`src/sbf_pkg_pulse.sv`:
```
// constants for the sync and burst flag timing block, plus its one-shot pulse timer
package sbf_pkg;
  localparam int CLK_MHZ = 40;
  localparam int CLK_HZ = 40_000_000;
  localparam int REF_HZ = 31_500;
  localparam int REF_DIV = CLK_HZ / REF_HZ;
  localparam int DIV_A = 7;
  localparam int DIV_B = 5;
  localparam int DIV_C = 5;
  localparam int DIV_D = 3;
  localparam int IDX_W = 10;
  localparam int CNT_W = 16;
  // half-line positions within a field
  localparam int EQ1_END_HL = 6;
  localparam int VS_END_HL = 12;
  localparam int EQ2_END_HL = 18;
  localparam int VDRIVE_HL = 18;
  localparam int VBLANK_HL = 40;
  // times in ns, cycles derived at the pclk rate
  localparam int HDRIVE_NS = 6350;
  localparam int HBLANK_NS = 11000;
  localparam int HSYNC_START_NS = 1500;
  localparam int HSYNC_NS = 4750;
  localparam int EQ_NS = 2375;
  localparam int SERR_NS = 4750;
  localparam int BDELAY_NS = 5000;
  localparam int BFLAG_NS = 2500;
  localparam int VGATE_NS = 571500;
  localparam int HDRIVE_CYC = HDRIVE_NS * CLK_MHZ / 1000;
  localparam int HBLANK_CYC = HBLANK_NS * CLK_MHZ / 1000;
  localparam int HSYNC_START_CYC = HSYNC_START_NS * CLK_MHZ / 1000;
  localparam int HSYNC_CYC = HSYNC_NS * CLK_MHZ / 1000;
  localparam int EQ_CYC = EQ_NS * CLK_MHZ / 1000;
  localparam int SERR_CYC = SERR_NS * CLK_MHZ / 1000;
  localparam int BDELAY_CYC = BDELAY_NS * CLK_MHZ / 1000;
  localparam int BFLAG_CYC = BFLAG_NS * CLK_MHZ / 1000;
  localparam int VGATE_CYC = VGATE_NS * CLK_MHZ / 1000;
  // register map, byte addresses
  localparam logic [7:0] ADDR_CTRL = 8'h00;
  localparam logic [7:0] ADDR_VGATE = 8'h04;
  localparam logic [7:0] ADDR_BDELAY = 8'h08;
  localparam logic [7:0] ADDR_BFLAG = 8'h0C;
  localparam logic [7:0] ADDR_STATUS = 8'h10;
  localparam int CTRL_EXT_BIT = 0;
  localparam int ST_VGATE_BIT = 16;
  localparam int ST_EXTSEEN_BIT = 17;
  localparam int ST_FIELD_BIT = 18;
endpackage

`timescale 1ns/100ps
module sbf_pulse #(
  parameter int W = 16
) (
  input wire logic clk,
  input wire logic rst_n,
  input wire logic trig,
  input wire logic [W-1:0] len,
  output logic active,
  output logic done
);
  logic [W-1:0] cnt_q;

  // retrigger while running is ignored; zero length ends at once
  always_ff @(posedge clk or negedge rst_n) begin
    if (!rst_n) begin
      cnt_q <= '0;
      active <= 1'b0;
      done <= 1'b0;
    end else begin
      done <= 1'b0;
      if (!active) begin
        if (trig) begin
          if (len == '0) begin
            done <= 1'b1;
          end else begin
            cnt_q <= len;
            active <= 1'b1;
          end
        end
      end else if (cnt_q == W'(1)) begin
        active <= 1'b0;
        done <= 1'b1;
        cnt_q <= '0;
      end else begin
        cnt_q <= cnt_q - W'(1);
      end
    end
  end
endmodule

```
`src/sbf_top.sv`:
```
// sync generator with external reference option and burst flag generator, APB registers
//
// Design decisions made here: the placing of the registers and register access over APB.
`timescale 1ns/100ps
module sbf_top #(
  parameter int VGATE_DEF = sbf_pkg::VGATE_CYC,
  parameter int REF_DIV = sbf_pkg::REF_DIV
) (
  input wire logic pclk,
  input wire logic presetn,
  input wire logic psel,
  input wire logic penable,
  input wire logic pwrite,
  input wire logic [7:0] paddr,
  input wire logic [31:0] pwdata,
  output logic [31:0] prdata,
  output logic pready,
  output logic pslverr,
  input wire logic ext_ref,
  output logic hdrive,
  output logic hblank,
  output logic hsync,
  output logic vdrive,
  output logic vblank,
  output logic comp_sync,
  output logic comp_blank,
  output logic burst_flag
);
  localparam int CW = sbf_pkg::CNT_W;
  localparam int IW = sbf_pkg::IDX_W;

  function automatic logic in_win(input logic [CW-1:0] c, input int st, input int w);
    return (int'(c) >= st) && (int'(c) < st + w);
  endfunction

  function automatic logic [IW-1:0] hl_index(input logic [2:0] a, input logic [2:0] b,
                                             input logic [2:0] c, input logic [1:0] d);
    int v;
    v = int'(a) + sbf_pkg::DIV_A * (int'(b) + sbf_pkg::DIV_B * (int'(c) + sbf_pkg::DIV_C * int'(d)));
    return IW'(v);
  endfunction

  // registers
  logic ext_sel_q;
  logic [CW-1:0] vgate_w_q;
  logic [CW-1:0] bdelay_w_q;
  logic [CW-1:0] bflag_w_q;
  logic ext_seen_q;
  logic field_q;

  logic setup;
  assign setup = psel & ~penable;

  always_ff @(posedge pclk or negedge presetn) begin
    if (!presetn) begin
      ext_sel_q <= 1'b0;
      vgate_w_q <= CW'(VGATE_DEF);
      bdelay_w_q <= CW'(sbf_pkg::BDELAY_CYC);
      bflag_w_q <= CW'(sbf_pkg::BFLAG_CYC);
    end else if (psel && penable && pwrite) begin
      unique case (paddr)
        sbf_pkg::ADDR_CTRL: ext_sel_q <= pwdata[sbf_pkg::CTRL_EXT_BIT];
        sbf_pkg::ADDR_VGATE: vgate_w_q <= pwdata[CW-1:0];
        sbf_pkg::ADDR_BDELAY: bdelay_w_q <= pwdata[CW-1:0];
        sbf_pkg::ADDR_BFLAG: bflag_w_q <= pwdata[CW-1:0];
        default: ;
      endcase
    end
  end

  function automatic logic addr_ok(input logic [7:0] a);
    return a == sbf_pkg::ADDR_CTRL || a == sbf_pkg::ADDR_VGATE || a == sbf_pkg::ADDR_BDELAY ||
           a == sbf_pkg::ADDR_BFLAG || a == sbf_pkg::ADDR_STATUS;
  endfunction

  // answer in the single access cycle after setup: no wait states
  logic [IW-1:0] idx;
  logic vgate_act;
  always_ff @(posedge pclk or negedge presetn) begin
    if (!presetn) begin
      pready <= 1'b0;
      pslverr <= 1'b0;
      prdata <= 32'h0000_0000;
    end else begin
      pready <= setup;
      pslverr <= setup & ~addr_ok(paddr);
      if (setup && !pwrite) begin
        prdata <= 32'h0000_0000;
        unique case (paddr)
          sbf_pkg::ADDR_CTRL: prdata[sbf_pkg::CTRL_EXT_BIT] <= ext_sel_q;
          sbf_pkg::ADDR_VGATE: prdata[CW-1:0] <= vgate_w_q;
          sbf_pkg::ADDR_BDELAY: prdata[CW-1:0] <= bdelay_w_q;
          sbf_pkg::ADDR_BFLAG: prdata[CW-1:0] <= bflag_w_q;
          sbf_pkg::ADDR_STATUS: begin
            prdata[IW-1:0] <= idx;
            prdata[sbf_pkg::ST_VGATE_BIT] <= vgate_act;
            prdata[sbf_pkg::ST_EXTSEEN_BIT] <= ext_seen_q;
            prdata[sbf_pkg::ST_FIELD_BIT] <= field_q;
          end
          default: ;
        endcase
      end
    end
  end

  // external reference: two-stage synchroniser, then edge detect
  logic ext_s1_q;
  logic ext_s2_q;
  logic ext_s3_q;
  always_ff @(posedge pclk or negedge presetn) begin
    if (!presetn) begin
      ext_s1_q <= 1'b0;
      ext_s2_q <= 1'b0;
      ext_s3_q <= 1'b0;
    end else begin
      ext_s1_q <= ext_ref;
      ext_s2_q <= ext_s1_q;
      ext_s3_q <= ext_s2_q;
    end
  end
  logic ext_edge;
  assign ext_edge = ext_s2_q & ~ext_s3_q;

  // sticky: external edges have arrived since last read of status
  always_ff @(posedge pclk or negedge presetn) begin
    if (!presetn) begin
      ext_seen_q <= 1'b0;
    end else if (ext_edge) begin
      ext_seen_q <= 1'b1;
    end else if (setup && !pwrite && paddr == sbf_pkg::ADDR_STATUS) begin
      ext_seen_q <= 1'b0;
    end
  end

  // internal reference divider
  logic [CW-1:0] odiv_q;
  logic int_tick;
  assign int_tick = (odiv_q == CW'(REF_DIV - 1));
  always_ff @(posedge pclk or negedge presetn) begin
    if (!presetn) begin
      odiv_q <= '0;
    end else if (int_tick) begin
      odiv_q <= '0;
    end else begin
      odiv_q <= odiv_q + CW'(1);
    end
  end

  // no external edges means timing halts; that is intended when locked to a dead source
  logic ref_tick;
  assign ref_tick = ext_sel_q ? ext_edge : int_tick;

  // half-line chain 7,5,5,3 and line parity
  logic [2:0] ca_q;
  logic [2:0] cb_q;
  logic [2:0] cc_q;
  logic [1:0] cd_q;
  logic div2_q;
  logic [CW-1:0] hl_cnt_q;
  logic [CW-1:0] hl_len_q;
  logic [CW-1:0] h_cnt_q;
  always_ff @(posedge pclk or negedge presetn) begin
    if (!presetn) begin
      ca_q <= '0;
      cb_q <= '0;
      cc_q <= '0;
      cd_q <= '0;
      div2_q <= 1'b0;
      field_q <= 1'b0;
    end else if (ref_tick) begin
      div2_q <= ~div2_q;
      if (ca_q != 3'(sbf_pkg::DIV_A - 1)) begin
        ca_q <= ca_q + 3'd1;
      end else begin
        ca_q <= '0;
        if (cb_q != 3'(sbf_pkg::DIV_B - 1)) begin
          cb_q <= cb_q + 3'd1;
        end else begin
          cb_q <= '0;
          if (cc_q != 3'(sbf_pkg::DIV_C - 1)) begin
            cc_q <= cc_q + 3'd1;
          end else begin
            cc_q <= '0;
            if (cd_q != 2'(sbf_pkg::DIV_D - 1)) begin
              cd_q <= cd_q + 2'd1;
            end else begin
              cd_q <= '0;
              field_q <= ~field_q;
            end
          end
        end
      end
    end
  end
  // idx is the index of the half-line just begun at the last tick
  assign idx = hl_index(ca_q, cb_q, cc_q, cd_q);

  always_ff @(posedge pclk or negedge presetn) begin
    if (!presetn) begin
      hl_cnt_q <= '0;
      hl_len_q <= CW'(REF_DIV);
      h_cnt_q <= '1;
    end else begin
      if (ref_tick) begin
        hl_cnt_q <= '0;
        hl_len_q <= hl_cnt_q + CW'(1);
      end else if (hl_cnt_q != '1) begin
        hl_cnt_q <= hl_cnt_q + CW'(1);
      end
      if (ref_tick && div2_q) begin
        h_cnt_q <= '0;
      end else if (h_cnt_q != '1) begin
        h_cnt_q <= h_cnt_q + CW'(1);
      end
    end
  end

  // waveform decode
  logic eq_iv;
  logic vs_iv;
  logic hd_d;
  logic hs_d;
  logic broad;
  assign eq_iv = (int'(idx) < sbf_pkg::EQ1_END_HL) ||
                 (int'(idx) >= sbf_pkg::VS_END_HL && int'(idx) < sbf_pkg::EQ2_END_HL);
  assign vs_iv = int'(idx) >= sbf_pkg::EQ1_END_HL && int'(idx) < sbf_pkg::VS_END_HL;
  assign hd_d = in_win(h_cnt_q, 0, sbf_pkg::HDRIVE_CYC);
  assign hs_d = in_win(h_cnt_q, sbf_pkg::HSYNC_START_CYC, sbf_pkg::HSYNC_CYC);
  assign broad = int'(hl_cnt_q) + sbf_pkg::SERR_CYC < int'(hl_len_q);

  always_ff @(posedge pclk or negedge presetn) begin
    if (!presetn) begin
      hdrive <= 1'b0;
      hblank <= 1'b0;
      hsync <= 1'b0;
      vdrive <= 1'b0;
      vblank <= 1'b0;
      comp_sync <= 1'b0;
      comp_blank <= 1'b0;
    end else begin
      hdrive <= hd_d;
      hblank <= in_win(h_cnt_q, 0, sbf_pkg::HBLANK_CYC);
      hsync <= hs_d;
      vdrive <= int'(idx) < sbf_pkg::VDRIVE_HL;
      vblank <= int'(idx) < sbf_pkg::VBLANK_HL;
      comp_blank <= in_win(h_cnt_q, 0, sbf_pkg::HBLANK_CYC) || int'(idx) < sbf_pkg::VBLANK_HL;
      if (eq_iv) begin
        comp_sync <= in_win(hl_cnt_q, 0, sbf_pkg::EQ_CYC);
      end else if (vs_iv) begin
        comp_sync <= broad;
      end else begin
        comp_sync <= hs_d;
      end
    end
  end

  // burst flag chain driven from the horizontal drive output
  logic hdrive_d1_q;
  logic vdrive_d1_q;
  always_ff @(posedge pclk or negedge presetn) begin
    if (!presetn) begin
      hdrive_d1_q <= 1'b0;
      vdrive_d1_q <= 1'b0;
    end else begin
      hdrive_d1_q <= hdrive;
      vdrive_d1_q <= vdrive;
    end
  end
  logic hd_rise;
  logic vd_rise;
  logic delay_done;
  logic flag_act;
  assign hd_rise = hdrive & ~hdrive_d1_q;
  assign vd_rise = vdrive & ~vdrive_d1_q;

  sbf_pulse #(.W(CW)) u_vgate (
    .clk(pclk),
    .rst_n(presetn),
    .trig(vd_rise),
    .len(vgate_w_q),
    .active(vgate_act),
    .done()
  );

  // vd_rise covers the cycle before the gate timer goes active
  sbf_pulse #(.W(CW)) u_bdelay (
    .clk(pclk),
    .rst_n(presetn),
    .trig(hd_rise & ~vgate_act & ~vd_rise),
    .len(bdelay_w_q),
    .active(),
    .done(delay_done)
  );

  sbf_pulse #(.W(CW)) u_bflag (
    .clk(pclk),
    .rst_n(presetn),
    .trig(delay_done),
    .len(bflag_w_q),
    .active(flag_act),
    .done()
  );

  always_ff @(posedge pclk or negedge presetn) begin
    if (!presetn) begin
      burst_flag <= 1'b0;
    end else begin
      burst_flag <= flag_act;
    end
  end
endmodule

```
`config.mk`:
```
export PLATFORM = sky130hd
export DESIGN_NAME = sbf_top
export DESIGN_NICKNAME = d
export VERILOG_FILES = /design/src/sbf_pkg_pulse.sv /design/src/sbf_top.sv
export SDC_FILE = /design/constraint.sdc
export NUM_CORES = 1
export LEC_CHECK = 0
export BUFFER_PORTS_ARGS = -buffer_cell sky130_fd_sc_hd__buf_4
export CORE_MARGIN = 2
export CORE_UTILIZATION = 45
export DETAILED_ROUTE_END_ITERATION = 12
export PLACE_DENSITY = 0.67
export SYNTH_ARGS = -nofsm -noshare
export SYNTH_HDL_FRONTEND = slang
export SYNTH_SLANG_ARGS = --single-unit
```
`constraint.sdc`:
```
create_clock -name pclk -period 7.4 [get_ports pclk]
set_clock_uncertainty 0.1 [all_clocks]
set_input_delay 0.37 -clock pclk [delete_from_list [all_inputs] [get_ports pclk]]
set_output_delay 0.37 -clock pclk [all_outputs]
set_load 0.1 [all_outputs]
```
==> impl_metrics.json, run 1 <==
{
  "power.share.switching": 0.2800,
  "rr_worst_depth": 21,
  "reg2reg_slack_ps": 1140,
  "numCtsBuffers": 24,
  "synth_top_cell_area_share": 0.3504,
  "hold_class": "in -> reg",
  "clk_pin_slew_ps": 60,
  "syn2layout_area_growth_pct": 11.92,
  "hold_end": "vgate_w_q[10]",
  "combPwrFrac": 0.154,
  "drive_gt1_frac": 0.1714,
  "ant_nets": 0,
  "start_util": 0.4562,
  "rr_endpoint": "comp_sync",
  "min_path_cells": 2,
  "p_seq_frac": 0.439,
  "insertion_delay_ps": 520,
  "finalWirelength_um": 29230,
  "synth_area_leaders": "dfrtp_1 (35%), dfstp_2 (7.5%), ha_1 (6.8%)",
  "wl_per_cell_um": 17.05,
  "tightest_slew_ps": 1225,
  "yosysWarnings": 0,
  "ys_seq_area_frac": 0.4253,
  "synth_edf_count": 0,
  "layout_worst_path_cycle_share": 0.8456,
  "p_int_mw": 2.113,
  "dieHeight_um": 171.6,
  "drt_iter0_markers": 590,
  "cts_sinks": 213,
  "htreeDepth": 1,
  "root_buffer": "clkbuf_16",
  "track_usage": 0.2011,
  "drv_cap": 0,
  "relSlewSlack": 0.1814,
  "post_cts_resized": 0,
  "finalCriticalPeriod_ps": 6257,
  "firstDrtPassIters": 5,
  "dp_hpwl_um": 20660,
  "synth_area_um2": 12640,
  "post-route-drc-count": 0,
  "path_max_fanout": 5,
  "peakVddDrop_mv": 0.2149,
  "p_sw_mw": 0.8215,
  "rows": 61,
  "grt_pass1_wl_um": 47910,
  "fin_nets": 1444,
  "grt_max_degree": 81,
  "p_leak_nw": 6.617,
  "syn_inst": 1278,
  "crit_path_end_kind": "flop",
  "die_w_um": 171.6,
  "grt_pass1_vias": 9282,
  "num-fill-cells": 2536,
  "portBuffers": 58,
  "io_pins": 88,
  "clock_path_buffers": 3,
  "r2r-start": "cc_q[1]",
  "gp_congestion": 0.8416,
  "hold_violations": 0,
  "grt_antenna_before_repair": 0,
  "async_reset_ff_frac": 1.000,
  "min_from": "pwdata[10]",
  "yosys.area.top_type": "dfrtp_1",
  "vias_per_cell": 5.568,
  "cts_tree": "done",
  "fin_util": 0.5106,
  "fin_setup_tns_ps": 0,
  "pwr_density_cell_nw_per_um2": 207.4,
  "finalSetupViolCount": 0,
  "cp.arrival_ps": 6540,
  "grt_overflow": 0,
  "synth.distinct_cells": 78,
  "status": "finished, final reports clean",
  "rsz0062_at_grt": "false",
  "die_area_um2": 29440,
  "syn_area_per_cell_um2": 9.890,
  "diodes": 0,
  "critical_path_class": "reg -> reg",
  "p_clk_frac": 0.407,
  "drv_slew": 0,
  "cp.required_ps": 7680,
  "startpoint_type": "flop",
  "vias": 9544,
  "synth_ff_type": "dfrtp_1",
  "max_freq_ghz": 0.1598,
  "core_um2": 27710,
  "ys_seq_elements": 213
}
## cell usage in the layout, fill, tap and decap left out, types with 12 or more instances in the layout
| master | Yosys | layout |
|---|---|---|
| nand4_1 | 16 | 16 |
| dfstp_2 | 36 | 36 |
| nor4_1 | 25 | 25 |
| or3_1 | 19 | 19 |
| xor2_1 | 35 | 35 |
| a21o_1 | 12 | 12 |
| buf_4 | 14 | 64 |
| inv_1 | 68 | 68 |
| mux2i_1 | 30 | 30 |
| xnor2_1 | 30 | 30 |
| a22oi_1 | 16 | 16 |
| a21oi_1 | 90 | 89 |
| nand3_1 | 27 | 27 |
| mux2_2 | 45 | 45 |
| o21ai_0 | 83 | 83 |
| mux2_4 | 20 | 20 |
| ha_1 | 69 | 69 |
| dfrtp_1 | 177 | 177 |
| a22o_1 | 12 | 12 |
| nor3_1 | 40 | 40 |
| nor2_1 | 117 | 117 |
| o22ai_1 | 31 | 31 |
| conb_1 | 1 | 13 |
| nand2_1 | 71 | 71 |
| clkbuf_16 | 0 | 25 |
## registers in the layout (all words and copies together) (netlist names), 2 cells and up
register and count:
hl_len_q 16, h_cnt_q 16, u_bflag.cnt_q 16, hl_cnt_q 16
cc_q 3, odiv_q 16, u_vgate.cnt_q 16, vgate_w_q 16
cb_q 3, bflag_w_q 16, prdata 19, cd_q 2
u_bdelay.cnt_q 16, ca_q 3, bdelay_w_q 16
## kinds of logic after synthesis
logic type      count (synthesis)  share of synthesized area
compound gates                296                     0.1438
xor+xnor                       65                    0.04504
fa+ha+maj                      80                    0.08573
buf+inv                       140                    0.05207
flops                         213                     0.4253
mux                            95                    0.08761
other cells                     1                  0.0002967
simple gates                  388                     0.1602
## critical path: stages (launching register included)
cell,delay [ps]
dfrtp_1,420
ha_1,320
ha_1,230
fa_1,390
xor2_1,260
ha_1,280
ha_1,300
ha_1,360
a21o_1,210
a21oi_1,200
xnor2_1,210
inv_1,190
fa_1,560
inv_1,40
ha_1,280
ha_1,340
or3_1,350
a31oi_1,220
xor2_1,270
nand4b_1,150
o21ai_0,290
o21ai_0,150
## cell usage after synthesis, types with 7 or more instances
library cell,n
clkbuf_1,36
dfrtp_1,177
mux2i_1,30
inv_1,68
a21oi_1,90
buf_4,14
or3_1,19
nand4_1,16
fa_1,11
nand2b_1,9
o21ai_0,83
a22oi_1,16
a31oi_1,8
o22ai_1,31
nor2b_1,8
mux2_2,45
a22o_1,12
xnor2_1,30
buf_6,9
nor2_1,117
nand2_1,71
ha_1,69
dfstp_2,36
buf_2,10
mux2_4,20
a21o_1,12
and3_1,11
xor2_1,35
o2111ai_1,7
nor3_1,40
nor4_1,25
nand3_1,27
## metrics by stage
stage | std cells | hold slack, ps | setup WS [ps] | power, mW | cell area (um2)
2_1_floorplan | 1290 | -25.59 | 1690 | 1.639 | 12680
3_3_place_gp | 1661 | 252.8 | 1259 | 1.748 | 13250
3_5_place_dp | 1661 | 262.2 | 1132 | 1.757 | 13250
4_1_cts | 1714 | 2.389 | 1092 | 2.968 | 14150
5_1_grt | 1714 | 14.60 | 762.8 | 3.090 | 14150
6_report | 1714 | 20.71 | 1143 | 2.934 | 14150
## power groups by stage
| stage | registers (mW) | logic, mW | clock network, mW |
|---|---|---|---|
| floorplan | 1.30 | 0.342 | 0 |
| global placement | 1.31 | 0.442 | 0 |
| detailed placement | 1.31 | 0.451 | 0 |
| CTS | 1.29 | 0.457 | 1.22 |
| global route | 1.30 | 0.521 | 1.27 |
| finish | 1.29 | 0.451 | 1.19 |
## worst max-delay path by stage
stage / startpoint / end / cells after the start
detailed placement: cc_q[1] / comp_sync / 20
global placement: cc_q[1] / comp_sync / 20
floorplan: cc_q[1] / prdata[7] / 20
global route: cc_q[1] / comp_sync / 21
CTS: cc_q[1] / comp_sync / 21
finish: cc_q[1] / comp_sync / 21
## metal layers
layer / part of all wire / routed length, um / global-route usage
met4: 0.021 / 603 / 0.04274
met5: 0 / 0 / 0
met2: 0.47 / 13850 / 0.3370
met1: 0.46 / 13490 / 0.2768
met3: 0.044 / 1288 / 0.02968
## final cells by class
type / instances / area (um2) / area share
multi-input cells: 937 / 6655 / 0.4705
clock buffers: 36 / 726.9 / 0.05139
well taps: 378 / 473.0 / 0.03343
repair buffers: 74 / 585.6 / 0.04139
flip-flops and latches: 213 / 5375 / 0.3800
clock inverters: 8 / 75.07 / 0.005307
inverters: 68 / 255.2 / 0.01804
## timing repair
action,4_1_cts,5_1_grt
hold buffers,9,0
hold endpoints to repair,90,0
setup buffers,0,0
Power figures use the tool's default switching activity.
==> run 2: changes to the inputs <==
==> constraint.sdc (replaced) <==
create_clock -name pclk -period 6.5 [get_ports pclk]
set_clock_uncertainty 0.1 [all_clocks]
set_input_delay 0.325 -clock pclk [delete_from_list [all_inputs] [get_ports pclk]]
set_output_delay 0.325 -clock pclk [all_outputs]
set_load 0.1 [all_outputs]
==> impl_metrics.json, run 2 (same netlist as run 1, synthesis figures left out) <==
{
  "status": "finished, final reports clean",
  "regMostFlops": "prdata",
  "drive_gt1_frac": 0.1689,
  "startpoint_type": "flop",
  "preCtsSetupSlack_ps": 356.1,
  "gp_congestion": 0.8328,
  "post-route-drc-count": 0,
  "tightest_slew_ps": 1153,
  "cp.arrival_ps": 6460,
  "core_um2": 27710,
  "clk_pin_slew_ps": 60,
  "total_power_mw": 3.395,
  "fin_util": 0.5147,
  "io_pins": 88,
  "timing.critical_path.mode_cell": "ha_1",
  "hold_violations": 0,
  "vias": 9496,
  "fin_cells": 1723,
  "post_cts_resized": 0,
  "drv_cap": 0,
  "root_buffer": "clkbuf_16",
  "grt_pass1_vias": 9297,
  "cp.required_ps": 6790,
  "dieHeight_um": 171.6,
  "numCtsBuffers": 23,
  "finalWirelength_um": 28940,
  "finalSetupViolCount": 0,
  "cts_sinks": 213,
  "firstDrtPassIters": 5,
  "syn2layout_area_growth_pct": 12.82,
  "clock_path_buffers": 3,
  "layout_worst_path_cycle_share": 0.9492,
  "cts_tree": "done",
  "placed_cell_area_um2": 13250,
  "grt_pass1_wl_um": 47800,
  "max_freq_ghz": 0.1621,
  "track_usage": 0.2013,
  "hold_ws_ps": 17.63,
  "hold_buffers": 19,
  "num-fill-cells": 2542,
  "dp.cells": 1661,
  "p_leak_nw": 6.667,
  "grt_max_degree": 115,
  "pwr_density_cell_nw_per_um2": 238.1,
  "layout_common_cells": "dfrtp_1 (177), nor2_1 (117), a21oi_1 (89), o21ai_0 (83), nand2_1 (71)",
  "fin_nets": 1453,
  "seq_area_um2": 5375,
  "fin_setup_tns_ps": 0,
  "multi_input_area_um2": 6655,
  "die_w_um": 171.6,
  "wl_per_cell_um": 16.80,
  "postCtsSetupRepairBufs": 0,
  "path_cells": "ha_1, ha_1, fa_1, ha_1, ha_1, fa_1, a21o_1, a21oi_1, xnor2_1, inv_1, fa_1, inv_1, ha_1, ha_1, or3_1, a31oi_1, xor2_1, nand4b_1, o21ai_0, o21ai_0",
  "largest_reg_flops": 19,
  "htreeDepth": 1,
  "ant_nets": 0,
  "die_area_um2": 29440,
  "path_max_fanout": 4,
  "hold_class": "in -> reg",
  "relSlewSlack": 0.2298,
  "drv_slew": 0,
  "vias_per_cell": 5.511,
  "grt_overflow": 0,
  "crit_slowest_cell": "fa_1",
  "rows": 61,
  "finalCriticalPeriod_ps": 6170,
  "finalInstanceArea_um2": 14260,
  "dp_hpwl_um": 20320,
  "insertion_delay_ps": 520,
  "path_delay_family": "adder cells",
  "setup_slack_ps": 330.1,
  "rsz0062_at_grt": "false",
  "critical_path_class": "reg -> reg",
  "mostFrequentLayoutCell": "dfrtp_1",
  "start_util": 0.4562,
  "portBuffers": 58,
  "peakVddDrop_mv": 0.1754,
  "path_buf_inv": 2,
  "drt_iter0_markers": 616,
  "grt_antenna_before_repair": 1,
  "slowest_delay_ps": 560,
  "crit_path_end_kind": "flop"
}
==> run 2: cell types whose count changed in the layout (fill, tap and decap cells not counted), moves of 2 or more <==
cell,previous run,this run
bufinv_16,1,3
clkinv_2,4,2
clkbuf_8,6,8
dlygate4sd3_1,9,19
clkbuf_16,25,23
==> run 2: final cells by class <==
| type | instances | area share |
|---|---|---|
| Antenna cell | 1 | 0.0001755 |
| Timing Repair Buffer | 84 | 0.04808 |
| Inverter | 68 | 0.01790 |
| Clock inverter | 6 | 0.007634 |
| Multi-Input combinational cell | 937 | 0.4667 |
| Tap cell | 378 | 0.03317 |
| Sequential cell | 213 | 0.3769 |
| Clock buffer | 36 | 0.04940 |
==> run 2: power by group <==
group	switching [mW]	internal [mW]
combinational	0.320	0.204
clock	0.543	0.862
sequential	0.0722	1.39
==> run 2: final timing paths <==
| kind | from | end | slack, ps | cells after the start |
|---|---|---|---|---|
| min in group asynchronous | presetn | u_bflag.active | 360 | 2 |
| worst min register to register | ext_s2_q | ext_s3_q | 280 | 0 |
| worst min-delay path | pwdata[0] | vgate_w_q[0] | 20 | 2 |
| max in group asynchronous | presetn | hdrive | 4490 | 3 |
| worst max register to register | cc_q[1] | comp_sync | 330 | 20 |
| worst max-delay path | cc_q[1] | comp_sync | 330 | 20 |
==> run 2: per-layer routing <==
layer | vias up | GRT usage | wire (um)
met4 | 0 | 0.05011 | 593
met2 | 193 | 0.3361 | 13820
met3 | 42 | 0.02715 | 1078
li1 | 4658 | - | -
met1 | 4603 | 0.2769 | 13450
met5 | - | 0 | 0
